<file path="src/shared/video_attribute_serializer_defines.svh">
`ifndef VIDEO_ATTRIBUTE_SERIALIZER_DEFINES_SVH
`define VIDEO_ATTRIBUTE_SERIALIZER_DEFINES_SVH

// ***************************************************************
// register map
// ***************************************************************
`define CTRL_OFFSET       12'h000
`define STATUS_OFFSET     12'h004
`define CTRL_RESET        32'h0000_0000

// ***************************************************************
// control register fields
// ***************************************************************
`define CTRL_SEL_LSB      0
`define CTRL_SEL_MSB      2
`define CTRL_FIELD_BIT    3
`define CTRL_SHOWCTL_BIT  4
`define CTRL_WIDTH        5

// ***************************************************************
// status register fields
// ***************************************************************
`define STAT_CNT_LSB      0
`define STAT_CNT_MSB      3
`define STAT_CHARACTER_CLOCK_BIT     4
`define STAT_ATTR_LSB     5
`define STAT_ATTR_MSB     10

// ***************************************************************
// character timing
// ***************************************************************
`define DOTS_MIN          4'h6
`define DOTS_OFFSET       4'h5
`define SEL_PAD_FIRST     3'h6
`define SEL_PAD_BOTH      3'h7
`define DOT_CNT_RESET     4'h5

`endif

</file>
<file path="src/shared/video_attribute_serializer_pkg.sv">
package video_attribute_serializer_pkg;

	// latched attribute set
	typedef struct packed {
		logic reverse;
		logic highlight;
		logic blank;
		logic blink;
		logic uline;
		logic strike;
	} attr_t;

	// analog three-level output
	typedef enum logic [1:0] {
		LEVEL_BLACK = 2'b00,
		LEVEL_GRAY  = 2'b01,
		LEVEL_WHITE = 2'b10
	} level_t;

	// pipeline stage for per-character controls
	typedef struct packed {
		attr_t attr;
		logic  load_flag;
		logic  cursor;
		logic  half_dot;
		logic  field_mode;
		logic  show_ctl;
	} stage_t;

endpackage : video_attribute_serializer_pkg

</file>
<file path="src/rtl/video_attribute_serializer.sv">
// Chosen here: the address map and register access over APB.
`timescale 1ns/1ps

`include "video_attribute_serializer_defines.svh"

module video_attribute_serializer
	import video_attribute_serializer_pkg::*;
(
	input  wire logic        clk_i,
	input  wire logic        rst_i,
	input  wire logic        psel,
	input  wire logic        penable,
	input  wire logic        pwrite,
	input  wire logic [11:0] paddr,
	input  wire logic [31:0] pwdata,
	output logic      [31:0] prdata,
	output logic             pready,
	output logic             pslverr,
	input  wire logic [9:0]  parallel_dot_data_i,
	input  wire logic        reverse_attr_i,
	input  wire logic        highlight_attr_i,
	input  wire logic        blank_attr_i,
	input  wire logic        blink_attr_i,
	input  wire logic        underline_attr_i,
	input  wire logic        strike_attr_i,
	input  wire logic        attr_load_flag_i,
	input  wire logic        cursor_i,
	input  wire logic        half_dot_shift_i,
	input  wire logic        blanking_i,
	input  wire logic        composite_blanking_i,
	input  wire logic        background_select_i,
	input  wire logic        blink_rate_i,
	input  wire logic        underline_line_in_i,
	input  wire logic        strike_line_in_i,
	input  wire logic        last_scan_line_in_i,
	output logic             character_clock_o,
	output logic             logic_video_high_o,
	output logic             logic_video_low_o,
	output level_t           video_level_o,
	output logic             half_dot_o
);

	// ***************************************************************
	// register bus
	// ***************************************************************
	logic [`CTRL_WIDTH-1:0] ctrl_reg;
	logic                   acc;
	logic                   hit_ctrl;
	logic                   hit_stat;
	logic [3:0]             dot_cnt_reg;
	logic                   character_clock_reg;
	attr_t                  cur_reg;

	assign acc      = psel & penable;
	assign hit_ctrl = (paddr == `CTRL_OFFSET);
	assign hit_stat = (paddr == `STATUS_OFFSET);
	assign pready   = 1'b1;
	assign pslverr  = acc & ~hit_ctrl & ~hit_stat;

	// control register write
	always_ff @(posedge clk_i) begin
		if (rst_i)
			ctrl_reg <= `CTRL_WIDTH'(`CTRL_RESET);
		else if (acc && pwrite && hit_ctrl)
			ctrl_reg <= pwdata[`CTRL_WIDTH-1:0];
	end

	// read mux, unmapped reads as zero
	always_comb begin
		prdata = 32'h0000_0000;
		if (hit_ctrl)
			prdata[`CTRL_WIDTH-1:0] = ctrl_reg;
		else if (hit_stat) begin
			prdata[`STAT_CNT_MSB:`STAT_CNT_LSB]   = dot_cnt_reg;
			prdata[`STAT_CHARACTER_CLOCK_BIT]                = character_clock_reg;
			prdata[`STAT_ATTR_MSB:`STAT_ATTR_LSB] = cur_reg;
		end
	end

	// ***************************************************************
	// character clock counter
	// ***************************************************************
	logic [2:0] sel_reg;
	logic [2:0] sel_next;
	logic [3:0] dots;
	logic [3:0] hi_cnt;
	logic [3:0] dot_cnt_next;
	logic       boundary;
	logic       character_clock_fall;

	assign sel_next  = ctrl_reg[`CTRL_SEL_MSB:`CTRL_SEL_LSB];
	assign dots      = (sel_reg < 3'h2) ? `DOTS_MIN : {1'b0, sel_reg} + `DOTS_OFFSET;
	assign hi_cnt    = 4'((dots + 4'h1) >> 1);
	assign boundary  = (dot_cnt_reg == dots - 4'h1);
	assign character_clock_fall = (dot_cnt_reg == hi_cnt - 4'h1);
	assign dot_cnt_next = boundary ? 4'h0 : dot_cnt_reg + 4'h1;

	always_ff @(posedge clk_i) begin
		if (rst_i) begin
			dot_cnt_reg <= `DOT_CNT_RESET;
			sel_reg     <= 3'h0;
			character_clock_reg    <= 1'b0;
		end else begin
			dot_cnt_reg <= dot_cnt_next;
			if (boundary)
				sel_reg <= sel_next;
			character_clock_reg <= boundary ? 1'b1 : (dot_cnt_next < hi_cnt);
		end
	end

	assign character_clock_o = character_clock_reg;

	// ***************************************************************
	// video shift register
	// ***************************************************************
	logic [11:0] shift_reg;
	logic [11:0] frame;

	always_comb begin
		frame = {2'b00, parallel_dot_data_i};
		if (sel_next == `SEL_PAD_BOTH || sel_next == `SEL_PAD_FIRST)
			frame = {1'b0, parallel_dot_data_i, 1'b0};
	end

	// load on boundary, shift out lsb first
	always_ff @(posedge clk_i) begin
		if (rst_i)
			shift_reg <= 12'h000;
		else if (boundary)
			shift_reg <= frame;
		else
			shift_reg <= {1'b0, shift_reg[11:1]};
	end

	// ***************************************************************
	// attribute pipeline
	// ***************************************************************
	stage_t pipe1_reg;
	stage_t pipe2_reg;
	stage_t sample;

	assign sample = '{attr: '{reverse: reverse_attr_i, highlight: highlight_attr_i,
			blank: blank_attr_i, blink: blink_attr_i, uline: underline_attr_i,
			strike: strike_attr_i},
		load_flag: attr_load_flag_i, cursor: cursor_i, half_dot: half_dot_shift_i,
		field_mode: ctrl_reg[`CTRL_FIELD_BIT], show_ctl: ctrl_reg[`CTRL_SHOWCTL_BIT]};

	// sample on clock fall, two stages
	always_ff @(posedge clk_i) begin
		if (rst_i) begin
			pipe1_reg <= '0;
			pipe2_reg <= '0;
		end else if (character_clock_fall) begin
			pipe1_reg <= sample;
			pipe2_reg <= pipe1_reg;
		end
	end

	// ***************************************************************
	// line timing latches
	// ***************************************************************
	logic blank_q_reg;
	logic blank_fall;
	logic blank_rise;
	logic blink_rate_reg;
	logic uline_line_reg;
	logic strike_line_reg;
	logic last_line_reg;

	assign blank_fall = blank_q_reg & ~blanking_i;
	assign blank_rise = ~blank_q_reg & blanking_i;

	always_ff @(posedge clk_i) begin
		if (rst_i) begin
			blank_q_reg     <= 1'b0;
			blink_rate_reg  <= 1'b0;
			uline_line_reg  <= 1'b0;
			strike_line_reg <= 1'b0;
			last_line_reg   <= 1'b0;
		end else begin
			blank_q_reg <= blanking_i;
			if (blank_fall) begin
				blink_rate_reg  <= blink_rate_i;
				uline_line_reg  <= underline_line_in_i;
				strike_line_reg <= strike_line_in_i;
				last_line_reg   <= last_scan_line_in_i;
			end
		end
	end

	// ***************************************************************
	// attribute latches
	// ***************************************************************
	attr_t row_reg;
	attr_t row_next;
	logic  field_reg;
	logic  ctl_char_reg;
	logic  cursor_reg;
	logic  half_reg;

	// row end in field mode hands current set on
	assign row_next = last_line_reg ? cur_reg : row_reg;

	// apply at boundary, double buffer per row
	always_ff @(posedge clk_i) begin
		if (rst_i) begin
			cur_reg      <= '0;
			row_reg      <= '0;
			field_reg    <= 1'b0;
			ctl_char_reg <= 1'b0;
			cursor_reg   <= 1'b0;
			half_reg     <= 1'b0;
		end else if (boundary) begin
			field_reg  <= pipe2_reg.field_mode;
			cursor_reg <= pipe2_reg.cursor;
			half_reg   <= pipe2_reg.half_dot;
			ctl_char_reg <= pipe2_reg.load_flag & pipe2_reg.field_mode & ~pipe2_reg.show_ctl;
			if (pipe2_reg.load_flag)
				cur_reg <= pipe2_reg.attr;
			else if (!pipe2_reg.field_mode)
				cur_reg <= '0;
		end else if (blank_rise && field_reg) begin
			cur_reg <= row_next;
			row_reg <= row_next;
		end
	end

	// ***************************************************************
	// video logic
	// ***************************************************************
	logic   dot;
	logic   uline_v;
	logic   strike_v;
	logic   nondisp;
	logic   inv;
	logic   surround;
	logic   white;
	logic   gray;
	logic   vid_hi_next;
	logic   vid_lo_next;
	level_t level_next;

	assign dot      = shift_reg[0] & ~ctl_char_reg;
	assign uline_v  = cur_reg.uline & uline_line_reg;
	assign strike_v = cur_reg.strike & strike_line_reg;
	assign nondisp  = cur_reg.blank | (cur_reg.blink & blink_rate_reg);
	assign inv      = cur_reg.reverse ^ cursor_reg ^ background_select_i;
	assign surround = nondisp | ~(dot | uline_v | strike_v);

	always_comb begin
		gray  = 1'b0;
		white = ~inv;
		if (surround)
			white = inv;
		else if (!strike_v && !cur_reg.highlight)
			gray = 1'b1;
	end

	always_comb begin
		if (composite_blanking_i) begin
			vid_hi_next = 1'b0;
			vid_lo_next = 1'b0;
			level_next  = LEVEL_BLACK;
		end else if (blanking_i) begin
			vid_hi_next = background_select_i;
			vid_lo_next = background_select_i;
			level_next  = background_select_i ? LEVEL_BLACK : LEVEL_WHITE;
		end else if (gray) begin
			vid_hi_next = inv;
			vid_lo_next = ~inv;
			level_next  = LEVEL_GRAY;
		end else begin
			vid_hi_next = white;
			vid_lo_next = white;
			level_next  = white ? LEVEL_BLACK : LEVEL_WHITE;
		end
	end

	// half-dot flag travels with the dot
	always_ff @(posedge clk_i) begin
		if (rst_i) begin
			logic_video_high_o <= 1'b0;
			logic_video_low_o  <= 1'b0;
			video_level_o      <= LEVEL_BLACK;
			half_dot_o         <= 1'b0;
		end else begin
			logic_video_high_o <= vid_hi_next;
			logic_video_low_o  <= vid_lo_next;
			video_level_o      <= level_next;
			half_dot_o         <= half_reg;
		end
	end
endmodule : video_attribute_serializer

</file>
<file path="config.mk">
export PLATFORM = sky130hd
export DESIGN_NAME = video_attribute_serializer
export DESIGN_NICKNAME = d
export VERILOG_FILES = /design/src/shared/video_attribute_serializer_pkg.sv /design/src/rtl/video_attribute_serializer.sv
export VERILOG_INCLUDE_DIRS = /design/src /design/src/shared
export SDC_FILE = /design/constraint.sdc
export NUM_CORES = 1
export LEC_CHECK = 0
export BUFFER_PORTS_ARGS = -buffer_cell sky130_fd_sc_hd__buf_4
export CAP_MARGIN = 25
export CORE_ASPECT_RATIO = 1.4
export CORE_MARGIN = 2
export CORE_UTILIZATION = 55
export CTS_CLUSTER_DIAMETER = 100
export DETAILED_ROUTE_END_ITERATION = 8
export PLACE_DENSITY = 0.84
export SETUP_SLACK_MARGIN = 0.02
export SLEW_MARGIN = 20
export SYNTH_ARGS = -nofsm -noshare
export SYNTH_HDL_FRONTEND = slang
export SYNTH_SLANG_ARGS = --single-unit
</file>
<file path="constraint.sdc">
create_clock -name clk_i -period 5.1 [get_ports clk_i]
set_clock_uncertainty 0.1 [all_clocks]
set_input_delay 1.02 -clock clk_i [delete_from_list [all_inputs] [get_ports clk_i]]
set_output_delay 1.02 -clock clk_i [all_outputs]
set_load 0.05 [all_outputs]
</file>
==> impl_metrics.py <==
metrics = {
    "status": {
        "status": "complete, no violations",
    },
    "layout": {
        "diodes": 0,
        "drive_gt1_share_pct": 19.2,
        "fin_nets": 565,
        "area_growth_pct": 16.1,
        "postLayoutCoreUtil_pct": 64.9,
        "stdcell_count": 584,
    },
    "clock_network": {
        "cts_sinks": 72,
        "post-cts-setup-buffer-count": 0,
        "hold_buffers": 0,
        "clkTransAtPathRegs_ns": 0.08,
        "cts_resized": 0,
        "root_buffer": "clkbuf_8",
        "cts_tree": "built",
        "clk_latency_ns": 0.34,
        "htreeDepth": 3,
        "clk_path_buf_depth": 2,
        "numCtsBuffers": 9,
    },
    "global_route": {
        "grt_max_degree": 87,
        "grt_util_all_layers_pct": 23.2,
        "overflow": 0,
        "grt_pass1_vias": 2996,
        "grt_pass1_wl_um": 13800,
        "antenna_found_initial": 0,
    },
    "die": {
        "initial_core_util_pct": 55.9,
        "num_io_pins": 115,
        "fp.coreArea_mm2": 0.00689,
        "fp.dieW_um": 74.7,
        "fp.dieArea_mm2": 0.00770,
        "die_y_um": 103,
        "rows": 36,
    },
    "sta": {
        "slew_violations": 0,
        "hold_viol": 0,
        "rsz0062_at_grt": "no",
        "relSlewSlack_pct": 30.4,
        "whs_ns": 0.379,
        "setup_tns_ns": 0,
        "fmax_ghz": 0.282,
        "report.final.setup_viol": 0,
        "fin_crit_sh_pct": 69.5,
        "worst_pin_slew_ns": 1.04,
        "fin_crit_ns": 3.54,
        "finalWorstSetupSlack_ns": 1.56,
    },
    "power_and_ir_drop": {
        "combPwrFrac_pct": 28.2,
        "power.share.sequential_pct": 40.4,
        "vdd_ir_drop_max_uv": 214,
        "p_leak_nw": 1.89,
        "p_int_mw": 1.13,
        "power_density_mw_per_mm2": 380,
        "pwr-share-clk_pct": 31.4,
        "switching_share_pct": 33.3,
        "p_sw_mw": 0.567,
    },
    "synthesis": {
        "synth_top_flop_cell": "dfxtp_1",
        "yosysWarnings": 0,
        "yosysTopAreaCell": "dfxtp_1",
        "synth_area_leaders": "dfxtp_1 (37%), mux2i_1 (11%), nand2b_1 (8.1%)",
        "synthArstFlopShare_pct": 0,
        "yosysUniqueCellTypes": 48,
        "ys_ff_latch": 72,
        "seq_area_frac_synth_pct": 37.4,
        "synth_area_mm2": 0.00385,
        "syn_area_per_cell_um2": 8.78,
        "synth_top_area_share_pct": 37.4,
        "synth_edf_count": 0,
        "syn-instance-count": 439,
    },
    "route": {
        "wl_per_cell_um": 14.7,
        "ant_nets": 0,
        "drc": 0,
        "finalWirelength_um": 8600,
        "dr.pass1.iters": 5,
        "vias": 3238,
        "avgViaCountPerCell": 5.54,
        "drtIter0Drc": 251,
    },
    "setup_path": {
        "end_kind": "flop",
        "cp_max_fo": 14,
        "cp.arrival_ns": 3.71,
        "crit_required_ns": 5.26,
        "crit_type": "reg2reg",
        "cp-start-kind": "flop",
    },
    "flow_run": {
        "maxCapViolations": 0,
    },
    "place": {
        "dpl.hpwl_um": 5830,
        "preCtsSetupSlack_ns": 1.57,
        "port_buffers": 65,
        "dp.cells": 568,
        "gp_congestion": 0.855,
    },
    "worst_hold_path": {
        "min_path_type": "reg2reg",
    },
}
==> logic make-up (layout without fill, tap and decap cells) <==
family	count (synthesis)	after routing	share of synthesized area [%]
AND/OR/NAND/NOR	169	169	24.0
AO/OA/AOI/OAI	75	75	13.0
flip-flops	72	72	37.4
buffers and inverters	55	85	8.31
multiplexers	45	45	11.7
XOR/XNOR	15	15	3.41
adder cells (fa/ha/maj)	6	6	1.95
other	2	22	0.195
==> cell usage in the layout (no fill, tap or decap), types with 2 or more instances in the layout <==
master / count
nor4_1: 4
nor2b_1: 14
conb_1: 22
buf_4: 66
xor2_1: 9
or2_2: 2
nand2_1: 23
a221oi_1: 6
a311oi_1: 9
clkbuf_8: 9
ha_1: 6
inv_1: 2
nor2_1: 30
o21ai_0: 10
nor4b_1: 3
xnor2_1: 6
bufinv_16: 3
a21o_1: 2
and4_1: 2
nand3_1: 17
nor3_1: 4
nand4_1: 3
nand2b_1: 50
o21bai_1: 3
clkinv_2: 2
and3_1: 8
a211oi_1: 6
dfxtp_1: 72
mux2i_1: 44
nor3b_1: 3
a21oi_1: 30
==> layer usage <==
metal,global-route usage [%],up-vias,part of all wire (%)
met5,0,-,0
met4,7.55,0,1.4
met3,5.28,11,4.2
met2,40.3,109,53
met1,28.0,1536,42
li1,-,1582,-
==> layout make-up <==
class                      instances  area [um^2]
fill                             576         2420
multi-input combinational        332         2170
sequential                        72         1440
timing repair buffer              67          500
clock buffer                      10          128
tap                               95          119
clock inverter                     6          108
inverter                           2         7.51
==> path summary, 6_finish.rpt <==
check / from / to / slack [ns] / cells after the start
max: sel_reg[1]$_SDFFE_PP0N_ / pipe2_reg[8]$_SDFFE_PP0N_ / 1.56 / 9
min: pipe2_reg[6]$_SDFFE_PP0N_ / pipe2_reg[6]$_SDFFE_PP0N_ / 0.38 / 2
max reg2reg: sel_reg[1]$_SDFFE_PP0N_ / pipe2_reg[8]$_SDFFE_PP0N_ / 1.56 / 9
min reg2reg: pipe2_reg[6]$_SDFFE_PP0N_ / pipe2_reg[6]$_SDFFE_PP0N_ / 0.38 / 2
==> per-stage QoR <==
stage                     total power [mW]  cell area, um^2
after floorplan                       1.07             3930
after global placement                1.15             4230
after detailed placement              1.17             4240
after CTS                             1.70             4470
after global routing                  1.78             4470
final                                 1.70             4470
==> Yosys cell counts (8+ instances only) <==
master / number
a311oi_1: 9
nor2b_1: 14
nand2_1: 23
buf_2: 10
o21ai_0: 10
nand3_1: 17
mux2i_1: 44
nor2_1: 31
a21oi_1: 30
dfxtp_1: 72
and3_1: 8
nand2b_1: 50
clkbuf_1: 17
buf_4: 22
xor2_1: 9
==> critical path, cell delays in order (launching register included) <==
cell and delay (ns):
dfxtp_1 0.61, ha_1 0.40, mux2i_1 0.25, xnor2_1 0.17
ha_1 0.21, xor2_1 0.27, nand2b_1 0.09, nor4b_1 0.41
or3_1 0.70, mux2i_1 0.26
==> power by group through the flow <==
| stage | sequential [mW] | combinational, mW | clock [mW] |
|---|---|---|---|
| after floorplan | 0.690 | 0.375 | 0 |
| after global placement | 0.695 | 0.455 | 0 |
| after detailed placement | 0.698 | 0.475 | 0 |
| after CTS | 0.687 | 0.477 | 0.541 |
| after global routing | 0.695 | 0.523 | 0.564 |
| final | 0.687 | 0.480 | 0.534 |
Power figures use the tool's default switching activity.
